<file path="src/gain_switch_pkg.sv">
// Constants and types for the automatic gain switching block
package gain_switch_pkg;

  ////////////////////////////////////////////////////////////////////////////
  // Gain lanes: 0 speed gain, 1 integral time, 2 position gain,
  // 3 torque filter, 4 model following gain, 5 model following comp, 6 friction
  localparam int LANES = 7;
  localparam int NGAIN = 14;

  localparam logic [15:0] GAIN_RESET [0:LANES-1] = '{
    16'h0190, 16'h07d0, 16'h0190, 16'h0064, 16'h01f4, 16'h03e8, 16'h0064};
  localparam logic [15:0] GAIN_MIN [0:LANES-1] = '{
    16'h000a, 16'h000f, 16'h000a, 16'h0000, 16'h000a, 16'h01f4, 16'h000a};
  localparam logic [15:0] GAIN_MAX [0:LANES-1] = '{
    16'h4e20, 16'hc800, 16'h4e20, 16'hffff, 16'h4e20, 16'h07d0, 16'h03e8};

  ////////////////////////////////////////////////////////////////////////////
  // Register word indices; byte address is four times the index
  localparam logic [4:0] IDX_CONFIG   = 5'h00;
  localparam logic [4:0] IDX_LAW      = 5'h01;
  localparam logic [4:0] IDX_WAIT1    = 5'h02;
  localparam logic [4:0] IDX_WAIT2    = 5'h03;
  localparam logic [4:0] IDX_RAMP1    = 5'h04;
  localparam logic [4:0] IDX_RAMP2    = 5'h05;
  localparam logic [4:0] IDX_STATUS   = 5'h06;
  localparam logic [4:0] IDX_SET1     = 5'h08;
  localparam logic [4:0] IDX_SET2     = 5'h10;
  localparam int         ADDR_W       = 7;

  // Configuration fields
  localparam int         CFG_MODE_LSB = 0;
  localparam int         CFG_COND_LSB = 4;
  localparam logic [7:0] CFG_RESET    = 8'h00;
  localparam logic [3:0] MODE_MANUAL  = 4'h0;
  localparam logic [3:0] MODE_AUTO    = 4'h2;
  localparam logic [3:0] COND_DONE_ON = 4'h0;
  localparam logic [3:0] COND_DONE_OFF = 4'h1;
  localparam logic [3:0] COND_NEAR_ON = 4'h2;
  localparam logic [3:0] COND_NEAR_OFF = 4'h3;
  localparam logic [3:0] COND_REF_IDLE = 4'h4;
  localparam logic [3:0] COND_REF_ON  = 4'h5;

  // Control law selection
  localparam logic [1:0] LAW_PI       = 2'h0;
  localparam logic [1:0] LAW_IP       = 2'h1;
  localparam logic [1:0] LAW_RESET    = 2'h0;
  localparam logic [15:0] TIME_RESET  = 16'h0000;

  // Status bits
  localparam int ST_SET_BIT  = 0;
  localparam int ST_WAIT_BIT = 1;
  localparam int ST_RAMP_BIT = 2;
  localparam int ST_COND_BIT = 3;
  localparam int ST_AUTO_BIT = 4;

  ////////////////////////////////////////////////////////////////////////////
  // Timing
  localparam int CLK_PERIOD_NS = 8;
  localparam int MS_NS         = 1000000;
  localparam int MS_CYCLES_DEF = MS_NS / CLK_PERIOD_NS;
  localparam int CNT_W         = 40;

  localparam logic [1:0] RESP_OKAY   = 2'b00;
  localparam logic [1:0] RESP_SLVERR = 2'b10;

  typedef enum logic [1:0] {
    ST_HOLD = 2'b00,
    ST_WAIT = 2'b01,
    ST_RAMP = 2'b11
  } sw_state_t;

endpackage

</file>
<file path="src/automatic_gain_switching.sv">
// Automatic gain set switching with AXI4-Lite register access
//
// Summary of operation
// - Automatic switching happens only while the drive is in position control.
// - In auto mode, condition A true moves set 1 to set 2 using times 1.
// - In auto mode, condition A false moves set 2 to set 1 using times 2.
// - Selector 0..3: done on, done off, near on, near off define condition A.
// - Selector 4: filter idle and reference off; selector 5: reference active.
// - Outside position control, set 1 fixed for 0,2,4 and set 2 for 1,3,5.
// - After condition A changes, the waiting time elapses before the ramp starts.
// - Each active gain moves linearly to its target within the switching time.
// - Automatic switching only with PI or I-P speed control law selected.
// - Position loop gain switches between sets; range 10..20000, default 400.
// - Model following gains per set; range 10..20000, default 500.
// - Model following compensation per set; range 500..2000, default 1000.
// - Torque filter time constants per set; range 0..65535, default 100.
// - Friction compensation gains per set; range 10..1000, default 100.
// - Mode field: 0 manual (default), 2 automatic, 1 reserved.
// - Waiting and switching times range 0..65535 ms, default 0.
//
// Chosen here: the register addresses and the AXI4-Lite register port.
module automatic_gain_switching #(
  parameter int MS_CYCLES = gain_switch_pkg::MS_CYCLES_DEF
) (
  input  wire logic                               aclk,
  input  wire logic                               aresetn,
  input  wire logic [gain_switch_pkg::ADDR_W-1:0] awaddr,
  input  wire logic                               awvalid,
  output logic                                    awready,
  input  wire logic [31:0]                        wdata,
  input  wire logic [3:0]                         wstrb,
  input  wire logic                               wvalid,
  output logic                                    wready,
  output logic      [1:0]                         bresp,
  output logic                                    bvalid,
  input  wire logic                               bready,
  input  wire logic [gain_switch_pkg::ADDR_W-1:0] araddr,
  input  wire logic                               arvalid,
  output logic                                    arready,
  output logic      [31:0]                        rdata,
  output logic      [1:0]                         rresp,
  output logic                                    rvalid,
  input  wire logic                               rready,
  input  wire logic                               position_control,
  input  wire logic                               positioning_done_flag,
  input  wire logic                               positioning_near_flag,
  input  wire logic                               ref_filter_idle,
  input  wire logic                               ref_input_active,
  output logic      [15:0]                        active_speed_gain,
  output logic      [15:0]                        active_speed_integral,
  output logic      [15:0]                        active_position_gain,
  output logic      [15:0]                        active_torque_filter,
  output logic      [15:0]                        active_model_gain,
  output logic      [15:0]                        active_model_comp,
  output logic      [15:0]                        active_friction_gain,
  output logic                                    active_set,
  output logic                                    gain_switching
);

  ////////////////////////////////////////////////////////////////////////////
  // Register state
  logic [7:0]  cfg_q;
  logic [1:0]  law_q;
  logic [15:0] wait1_q;
  logic [15:0] wait2_q;
  logic [15:0] ramp1_q;
  logic [15:0] ramp2_q;
  logic [15:0] gain_q [0:gain_switch_pkg::NGAIN-1];

  logic        awready_q;
  logic        arready_q;
  logic        bvalid_q;
  logic [1:0]  bresp_q;
  logic        rvalid_q;
  logic [1:0]  rresp_q;
  logic [31:0] rdata_q;

  gain_switch_pkg::sw_state_t state_q;
  logic                       set_q;
  logic                       busy_q;
  logic [gain_switch_pkg::CNT_W-1:0] cnt_q;
  logic [gain_switch_pkg::CNT_W-1:0] ramp_total_q;
  logic [15:0]                lane_val [0:gain_switch_pkg::LANES-1];

  ////////////////////////////////////////////////////////////////////////////
  // Condition A and enable decode
  wire [3:0] mode_sel = cfg_q[gain_switch_pkg::CFG_MODE_LSB +: 4];
  wire [3:0] cond_sel = cfg_q[gain_switch_pkg::CFG_COND_LSB +: 4];

  wire cond_a =
    (cond_sel == gain_switch_pkg::COND_DONE_ON)  ? positioning_done_flag :
    (cond_sel == gain_switch_pkg::COND_DONE_OFF) ? !positioning_done_flag :
    (cond_sel == gain_switch_pkg::COND_NEAR_ON)  ? positioning_near_flag :
    (cond_sel == gain_switch_pkg::COND_NEAR_OFF) ? !positioning_near_flag :
    (cond_sel == gain_switch_pkg::COND_REF_IDLE) ?
      (ref_filter_idle && !ref_input_active) :
    (cond_sel == gain_switch_pkg::COND_REF_ON)   ? ref_input_active :
    1'b0;

  // Undefined selector codes fall back to set 1
  wire fixed_set = (cond_sel <= gain_switch_pkg::COND_REF_ON) && cond_sel[0];

  wire law_ok = (law_q == gain_switch_pkg::LAW_PI) ||
                (law_q == gain_switch_pkg::LAW_IP);
  // Reserved mode 1 behaves like manual
  wire auto_on = (mode_sel == gain_switch_pkg::MODE_AUTO);
  wire auto_ok = position_control && auto_on && law_ok;

  // Manual mode inside position control keeps whatever set is active
  wire want_set = auto_ok ? cond_a :
                  !position_control ? fixed_set :
                  set_q;

  // Set 2 is entered with times 1, set 1 with times 2
  wire [15:0] wait_ms = want_set ? wait1_q : wait2_q;
  wire [15:0] ramp_ms = want_set ? ramp1_q : ramp2_q;
  wire [gain_switch_pkg::CNT_W-1:0] wait_cycles =
    gain_switch_pkg::CNT_W'(wait_ms) * gain_switch_pkg::CNT_W'(MS_CYCLES);
  wire [gain_switch_pkg::CNT_W-1:0] ramp_cycles =
    gain_switch_pkg::CNT_W'(ramp_ms) * gain_switch_pkg::CNT_W'(MS_CYCLES);

  wire differs    = want_set != set_q;
  wire cnt_zero   = cnt_q == '0;
  wire in_wait    = state_q == gain_switch_pkg::ST_WAIT;
  wire in_ramp    = state_q == gain_switch_pkg::ST_RAMP;
  wire cancel     = in_wait && (!auto_ok || !differs);
  wire start_ramp = in_wait && !cancel && cnt_zero;
  wire ramp_abort = in_ramp && !position_control;
  wire ramp_step  = in_ramp && !cnt_zero && !ramp_abort;
  wire lane_fin   = !in_ramp || cnt_zero || ramp_abort;
  wire tgt_set    = start_ramp ? want_set : set_q;

  ////////////////////////////////////////////////////////////////////////////
  // Switching sequencer
  always_ff @(posedge aclk) begin
    if (!aresetn) begin
      state_q      <= gain_switch_pkg::ST_HOLD;
      set_q        <= 1'b0;
      cnt_q        <= '0;
      ramp_total_q <= '0;
      busy_q       <= 1'b0;
    end else begin
      unique case (state_q)
        gain_switch_pkg::ST_HOLD: begin
          if (differs && auto_ok) begin
            state_q <= gain_switch_pkg::ST_WAIT;
            cnt_q   <= wait_cycles;
          end else if (differs) begin
            set_q <= want_set;
          end
        end
        gain_switch_pkg::ST_WAIT: begin
          if (cancel) begin
            state_q <= gain_switch_pkg::ST_HOLD;
          end else if (cnt_zero) begin
            state_q      <= gain_switch_pkg::ST_RAMP;
            set_q        <= want_set;
            cnt_q        <= ramp_cycles;
            ramp_total_q <= ramp_cycles;
            busy_q       <= 1'b1;
          end else begin
            cnt_q <= cnt_q - 1'b1;
          end
        end
        gain_switch_pkg::ST_RAMP: begin
          if (cnt_zero || ramp_abort) begin
            state_q <= gain_switch_pkg::ST_HOLD;
            busy_q  <= 1'b0;
          end else begin
            cnt_q <= cnt_q - 1'b1;
          end
        end
        default: begin
          state_q <= gain_switch_pkg::ST_HOLD;
          busy_q  <= 1'b0;
        end
      endcase
    end
  end

  ////////////////////////////////////////////////////////////////////////////
  // Gain lanes; outside a ramp each lane tracks its selected register
  for (genvar l = 0; l < gain_switch_pkg::LANES; l++) begin : g_lane
    wire [15:0] lane_tgt = tgt_set ? gain_q[l + gain_switch_pkg::LANES] : gain_q[l];
    gain_ramp #(
      .RESET_VALUE (gain_switch_pkg::GAIN_RESET[l])
    ) u_ramp (
      .aclk    (aclk),
      .aresetn (aresetn),
      .load    (start_ramp),
      .step    (ramp_step),
      .finish  (lane_fin),
      .target  (lane_tgt),
      .total   (ramp_total_q),
      .value   (lane_val[l])
    );
  end

  assign active_speed_gain     = lane_val[0];
  assign active_speed_integral = lane_val[1];
  assign active_position_gain  = lane_val[2];
  assign active_torque_filter  = lane_val[3];
  assign active_model_gain     = lane_val[4];
  assign active_model_comp     = lane_val[5];
  assign active_friction_gain  = lane_val[6];
  assign active_set            = set_q;
  assign gain_switching        = busy_q;

  ////////////////////////////////////////////////////////////////////////////
  // Register view and decode
  logic [31:0] view [0:31];
  logic [31:0] mapped;

  always_comb begin
    for (int i = 0; i < 32; i++) begin
      view[i] = 32'h00000000;
    end
    mapped = 32'h00000000;
    view[gain_switch_pkg::IDX_CONFIG] = {24'h000000, cfg_q};
    view[gain_switch_pkg::IDX_LAW]    = {30'h00000000, law_q};
    view[gain_switch_pkg::IDX_WAIT1]  = {16'h0000, wait1_q};
    view[gain_switch_pkg::IDX_WAIT2]  = {16'h0000, wait2_q};
    view[gain_switch_pkg::IDX_RAMP1]  = {16'h0000, ramp1_q};
    view[gain_switch_pkg::IDX_RAMP2]  = {16'h0000, ramp2_q};
    view[gain_switch_pkg::IDX_STATUS] = {27'h0000000, auto_ok, cond_a, in_ramp, in_wait, set_q};
    for (int i = 0; i <= 6; i++) begin
      mapped[i] = 1'b1;
    end
    for (int i = 0; i < gain_switch_pkg::LANES; i++) begin
      view[gain_switch_pkg::IDX_SET1 + i] = {16'h0000, gain_q[i]};
      view[gain_switch_pkg::IDX_SET2 + i] = {16'h0000, gain_q[i + gain_switch_pkg::LANES]};
      mapped[gain_switch_pkg::IDX_SET1 + i] = 1'b1;
      mapped[gain_switch_pkg::IDX_SET2 + i] = 1'b1;
    end
  end

  wire [4:0]  widx   = awaddr[gain_switch_pkg::ADDR_W-1:2];
  wire [4:0]  ridx   = araddr[gain_switch_pkg::ADDR_W-1:2];
  wire [31:0] wold   = view[widx];
  wire [15:0] wmerge = {wstrb[1] ? wdata[15:8] : wold[15:8],
                        wstrb[0] ? wdata[7:0]  : wold[7:0]};
  wire        aw_take = awvalid && wvalid && !awready_q && !bvalid_q;
  wire        wr_en   = awready_q && mapped[widx] && (widx != gain_switch_pkg::IDX_STATUS);
  wire        ar_take = arvalid && !arready_q && !rvalid_q;

  function automatic logic [15:0] clamp(input logic [15:0] v,
                                        input logic [15:0] lo,
                                        input logic [15:0] hi);
    clamp = (v < lo) ? lo : (v > hi) ? hi : v;
  endfunction

  ////////////////////////////////////////////////////////////////////////////
  // Register writes
  always_ff @(posedge aclk) begin
    if (!aresetn) begin
      cfg_q   <= gain_switch_pkg::CFG_RESET;
      law_q   <= gain_switch_pkg::LAW_RESET;
      wait1_q <= gain_switch_pkg::TIME_RESET;
      wait2_q <= gain_switch_pkg::TIME_RESET;
      ramp1_q <= gain_switch_pkg::TIME_RESET;
      ramp2_q <= gain_switch_pkg::TIME_RESET;
      for (int i = 0; i < gain_switch_pkg::NGAIN; i++) begin
        gain_q[i] <= gain_switch_pkg::GAIN_RESET[i % gain_switch_pkg::LANES];
      end
    end else if (wr_en) begin
      if (widx == gain_switch_pkg::IDX_CONFIG && wstrb[0]) cfg_q <= wdata[7:0];
      if (widx == gain_switch_pkg::IDX_LAW && wstrb[0]) law_q <= wdata[1:0];
      if (widx == gain_switch_pkg::IDX_WAIT1) wait1_q <= wmerge;
      if (widx == gain_switch_pkg::IDX_WAIT2) wait2_q <= wmerge;
      if (widx == gain_switch_pkg::IDX_RAMP1) ramp1_q <= wmerge;
      if (widx == gain_switch_pkg::IDX_RAMP2) ramp2_q <= wmerge;
      // Out-of-range writes saturate so the loops never see illegal gains
      for (int i = 0; i < gain_switch_pkg::LANES; i++) begin
        if (widx == gain_switch_pkg::IDX_SET1 + 5'(i)) begin
          gain_q[i] <= clamp(wmerge, gain_switch_pkg::GAIN_MIN[i],
                             gain_switch_pkg::GAIN_MAX[i]);
        end
        if (widx == gain_switch_pkg::IDX_SET2 + 5'(i)) begin
          gain_q[i + gain_switch_pkg::LANES] <= clamp(wmerge,
            gain_switch_pkg::GAIN_MIN[i], gain_switch_pkg::GAIN_MAX[i]);
        end
      end
    end
  end

  ////////////////////////////////////////////////////////////////////////////
  // AXI4-Lite handshakes
  always_ff @(posedge aclk) begin
    if (!aresetn) begin
      awready_q <= 1'b0;
      bvalid_q  <= 1'b0;
      bresp_q   <= gain_switch_pkg::RESP_OKAY;
      arready_q <= 1'b0;
      rvalid_q  <= 1'b0;
      rresp_q   <= gain_switch_pkg::RESP_OKAY;
      rdata_q   <= 32'h00000000;
    end else begin
      awready_q <= aw_take;
      if (awready_q) begin
        bvalid_q <= 1'b1;
        bresp_q  <= mapped[widx] ? gain_switch_pkg::RESP_OKAY : gain_switch_pkg::RESP_SLVERR;
      end else if (bready) begin
        bvalid_q <= 1'b0;
      end
      arready_q <= ar_take;
      if (arready_q) begin
        rvalid_q <= 1'b1;
        rdata_q  <= view[ridx];
        rresp_q  <= mapped[ridx] ? gain_switch_pkg::RESP_OKAY : gain_switch_pkg::RESP_SLVERR;
      end else if (rready) begin
        rvalid_q <= 1'b0;
      end
    end
  end

  assign awready = awready_q;
  assign wready  = awready_q;
  assign bvalid  = bvalid_q;
  assign bresp   = bresp_q;
  assign arready = arready_q;
  assign rvalid  = rvalid_q;
  assign rresp   = rresp_q;
  assign rdata   = rdata_q;

  // Clamp ranges: position gain and torque filter share the generic saturation

endmodule

</file>
<file path="src/gain_ramp.sv">
// One gain lane: linear ramp from current value to a target
module gain_ramp #(
  parameter logic [15:0] RESET_VALUE = 16'h0000
) (
  input  wire logic        aclk,
  input  wire logic        aresetn,
  input  wire logic        load,
  input  wire logic        step,
  input  wire logic        finish,
  input  wire logic [15:0] target,
  input  wire logic [39:0] total,
  output logic      [15:0] value
);

  logic [15:0] value_q;
  logic [15:0] mag_q;
  logic        down_q;
  logic [39:0] acc_q;

  wire  [39:0] acc_sum = acc_q + {24'h000000, mag_q};
  wire         over    = acc_sum >= total;
  wire         below   = target < value_q;
  wire  [15:0] diff_up = target - value_q;
  wire  [15:0] diff_dn = value_q - target;

  // Error accumulator spreads the unit steps evenly over the ramp
  always_ff @(posedge aclk) begin
    if (!aresetn) begin
      value_q <= RESET_VALUE;
      mag_q   <= 16'h0000;
      down_q  <= 1'b0;
      acc_q   <= 40'h0000000000;
    end else if (load) begin
      down_q <= below;
      mag_q  <= below ? diff_dn : diff_up;
      acc_q  <= 40'h0000000000;
    end else if (finish) begin
      value_q <= target;
    end else if (step) begin
      if (over && value_q != target) begin
        acc_q   <= acc_sum - total;
        value_q <= down_q ? value_q - 16'h0001 : value_q + 16'h0001;
      end else begin
        acc_q <= acc_sum;
      end
    end
  end

  assign value = value_q;

endmodule

</file>
<file path="config.mk">
export PLATFORM = sky130hd
export DESIGN_NAME = automatic_gain_switching
export DESIGN_NICKNAME = d
export VERILOG_FILES = /design/src/gain_switch_pkg.sv /design/src/automatic_gain_switching.sv /design/src/gain_ramp.sv
export SDC_FILE = /design/constraint.sdc
export NUM_CORES = 2
export LEC_CHECK = 0
export ABC_AREA = 1
export BUFFER_PORTS_ARGS = -buffer_cell sky130_fd_sc_hd__buf_4
export CAP_MARGIN = 20
export CORE_UTILIZATION = 35
export DETAILED_ROUTE_END_ITERATION = 12
export GPL_TIMING_DRIVEN = 0
export MAX_ROUTING_LAYER = met4
export PLACE_DENSITY_LB_ADDON = 0.12
export SYNTH_ARGS = -nofsm -noshare
export SYNTH_HDL_FRONTEND = slang
export SYNTH_SLANG_ARGS = --single-unit
</file>
<file path="constraint.sdc">
create_clock -name aclk -period 7 [get_ports aclk]
set_clock_uncertainty 0.15 [all_clocks]
set_input_delay 0.35 -clock aclk [delete_from_list [all_inputs] [get_ports aclk]]
set_output_delay 0.35 -clock aclk [all_outputs]
set_load 0.05 [all_outputs]
</file>
==> flow_metrics.env <==
export IMPL_grt_max_degree=17
export IMPL_synth_top_area_cell="dfxtp_1"
export IMPL_worstMarginPinSlew_ns=1.448
export IMPL_cts_buffer_depth=4
export IMPL_initial_core_util_pct=35.32
export IMPL_synth_cell_types=69
export IMPL_cp_slowest_cell="xnor2_1"
export IMPL_avgRoutedWirePerCell_um=27.86
export IMPL_peakVddDrop_mv=0.2112
export IMPL_dieArea_sq_um=267700
export IMPL_gp_congestion=1.096
export IMPL_period_needed_ns=6.896
export IMPL_yosysWarnings=0
export IMPL_htree_levels=4
export IMPL_setup_violations=0
export IMPL_drv_cap=0
export IMPL_p_per_area_nw_per_um2=145.4
export IMPL_synth_top_area_share_pct=15.70
export IMPL_cp_data_arrival_time_ns=7.47
export IMPL_use_met3_pct=6.489
export IMPL_yosysSeqAreaShare_pct=21.38
export IMPL_stdcell_area_sq_um=106400
export IMPL_crit_required_ns=7.57
export IMPL_postSynthCellCount=14574
export IMPL_root_buffer="clkbuf_16"
export IMPL_ys_top_cells_by_area="dfxtp_1 16%, nand2_1 15%, ha_1 11%, inv_1 8.0%, a21oi_1 6.6%"
export IMPL_postSynthAreaPerCell_sq_um=6.379
export IMPL_ys_seq_elements=905
export IMPL_synth_ff_type="dfxtp_1"
export IMPL_grt_pass1_vias=96827
export IMPL_viasPerCell=5.573
export IMPL_power_mw=15.47
export IMPL_grt_antenna_before_repair=39
export IMPL_syn_area_sq_um=92970
export IMPL_cts_sinks=905
export IMPL_drt_iter0_markers=11287
export IMPL_clk_pin_slew_ns=0.06
export IMPL_synth_edf_count=176
export IMPL_cp_start_kind="flip-flop"
export IMPL_synthArstFlopShare_pct=0
export IMPL_die_x_um=517.4
export IMPL_worst_setup_path_end_kind="flip-flop"
export IMPL_num_rows=188
export IMPL_min_path_type="in -> reg"
export IMPL_wl_mm=521.6
export IMPL_drive_gt1_share_pct=6.632
export IMPL_leakagePower_nw=52.98
export IMPL_crit_family="simple AND/OR/NAND/NOR gates"
export IMPL_numCtsBuffers=138
export IMPL_crit_top_cell="nand2_1"
export IMPL_fill_cells=28934
export IMPL_grt_pass1_wl_mm=722.1
export IMPL_status="finished clean"
export IMPL_clkLatencyLatePin_ns=0.88
export IMPL_crit_buf_inv=7
export IMPL_rsz0062_at_grt="yes"
export IMPL_first_pass_iters=7
export IMPL_slew_viol_final=0
export IMPL_port_buffers=170
export IMPL_busiest_layer="met2"
export IMPL_die_y_um=517.4
export IMPL_finalHoldViolations=0
export IMPL_postRouteAntennaNets=0
export IMPL_place_area_sq_um=100200
export IMPL_pin_count=217
export IMPL_critical_path_max_stage_delay_ns=0.94
export IMPL_areaGrowthSynthToFinish_pct=14.47
export IMPL_instances_no_fill=18721
export IMPL_dp_hpwl_mm=423.4
export IMPL_multiInputGateArea_sq_um=64300
export IMPL_grt_ovfl_total=0
export IMPL_maxSlewHeadroom_pct=2.450
export IMPL_drc=0
export IMPL_nNetsFinal=16122
export IMPL_fin_crit_sh_pct=98.51
export IMPL_cp_max_fo=10
export IMPL_regArea_sq_um=19890
export IMPL_met2_usage_pct=58.00
export IMPL_place_inst=18386
export IMPL_worstSetupPathType="reg -> reg"
export IMPL_core_area_sq_um=263200
export IMPL_track_usage_pct=38.99
export IMPL_grtUsageMet1_pct=47.47
export IMPL_cts_tree="yes"
export IMPL_via_count=104325
export IMPL_fmaxAchievable_ghz=0.1450
-- state kept, by name (all words and copies together), names as in the netlist, 7 cells and up --
register / cells
wait2_q: 16
g_lane.u_ramp.value: 112
g_lane.u_ramp.down_q: 7
rdata: 16
cnt_q: 40
ramp2_q: 16
g_lane.u_ramp.mag_q: 112
g_lane.u_ramp.acc_q: 280
wait1_q: 16
cfg_q: 8
ramp_total_q: 30
ramp1_q: 16
gain_q: 224
-- stage by stage --
step           TNS (ns)  util (%)  worst slack (ns)  hold slack, ns
2_1_floorplan         0         -            0.2817          0.2783
3_3_place_gp    -352.11     37.53            -2.294          0.2906
3_5_place_dp    -195.28     38.06            -2.083          0.2901
4_1_cts               0     40.13          0.002895         0.01822
5_1_grt         -0.1117     40.42           -0.1026         0.06590
6_report              0     40.43            0.1042         0.07256
-- layout make-up --
cell class	count	share of cell area (%)
sequential	905	18.69
antenna	38	0.08935
buffer	502	2.201
multi-input combinational	11189	60.42
clock inverter	51	0.6419
clock buffer	187	3.695
tap	3515	4.132
timing repair buffer	319	3.021
inverter	2015	7.117
-- per-layer routing --
| metal | share of wire (%) | routed length, um | vias to the layer above |
|---|---|---|---|
| li1 | - | - | 49082 |
| met1 | 40 | 210700 | 48982 |
| met2 | 43 | 222200 | 4925 |
| met3 | 8.1 | 42250 | 1336 |
| met4 | 8.9 | 46440 | 0 |
| met5 | 0 | 0 | - |
-- where the power goes --
group	total (mW)	switching, mW	internal, mW
sequential	5.48	0.0998	5.38
combinational	2.50	1.89	0.606
clock	7.50	3.01	4.48
-- worst paths after layout --
kind | from | to | slack, ns | cells past startpoint
worst min register to register | bvalid | awready | 0.31 | 1
worst max register to register | cnt_q[0] | g_lane[2].u_ramp.mag_q[3] | 0.10 | 25
worst min-delay path | bready | bvalid | 0.07 | 3
worst max-delay path | cnt_q[0] | g_lane[2].u_ramp.mag_q[3] | 0.10 | 25
-- kinds of logic after synthesis --
family                     share of synthesized area [%]
xor gates and xnor gates                           6.444
adders and majority gates                          14.46
muxes                                            0.09690
DFF                                                21.38
and+or+nand+nor                                    27.59
AOI/OAI and AO/OA                                  19.51
buffers and inverters                              10.51
other                                           0.004033
-- synth_stat cells, types with 26 or more instances --
library cell and count:
o21a_1 59, o21ai_1 44, nand2_2 26, xor2_1 469, nor4_1 50, nor2_1 1126
nand4_1 156, edfxtp_1 176, a31oi_1 196, nand3b_1 38, o21bai_1 59, o2111ai_1 33
a21boi_0 40, ha_1 849, clkbuf_1 324, nand2_1 3792, buf_4 47, nand3_1 757
buf_2 89, o221ai_1 55, o22ai_1 54, dfxtp_1 729, xnor2_1 215, a21oi_1 1235
a22o_1 42, fa_1 141, a21o_1 64, o211ai_1 94, o21ai_0 1169, nor3_1 161
inv_1 1984, buf_1 41, or2_2 55
-- worst register-to-register path, cell delays in order, from the launching register on --
cell	delay (ns)
dfxtp_1	0.31
inv_1	0.09
ha_1	0.19
nand3_2	0.17
nor2_2	0.24
inv_1	0.15
nor3_2	0.21
nand2_2	0.22
inv_4	0.30
nand3b_1	0.12
nand2_1	0.36
buf_2	0.35
clkbuf_1	0.60
nand2_1	0.12
nand2_1	0.31
inv_1	0.08
ha_1	0.27
clkbuf_1	0.39
nand3_1	0.19
nor2_1	0.26
nand2_1	0.11
nand2_2	0.21
mux2i_1	0.13
xnor2_1	0.94
nand2_1	0.19
nand2_1	0.11
-- layout by cell type (no fill, tap or decap), types with 293 or more instances in the layout --
| cell type | count |
|---|---|
| ha_1 | 838 |
| o21ai_0 | 1090 |
| dfxtp_1 | 726 |
| nand2_1 | 3779 |
| a21oi_1 | 1228 |
| nor2_1 | 1122 |
| inv_1 | 1966 |
| nand3_1 | 749 |
| xor2_1 | 457 |
| clkbuf_1 | 293 |
-- timing repair --
item,in CTS,in global routing
gates resized for setup,173,141
gates cloned,2,1
hold endpoints to repair,30,0
pin swaps,6,18
buffers inserted,15,23
hold buffers,17,0
setup endpoints to repair,358,321
Power figures use the tool's default switching activity.
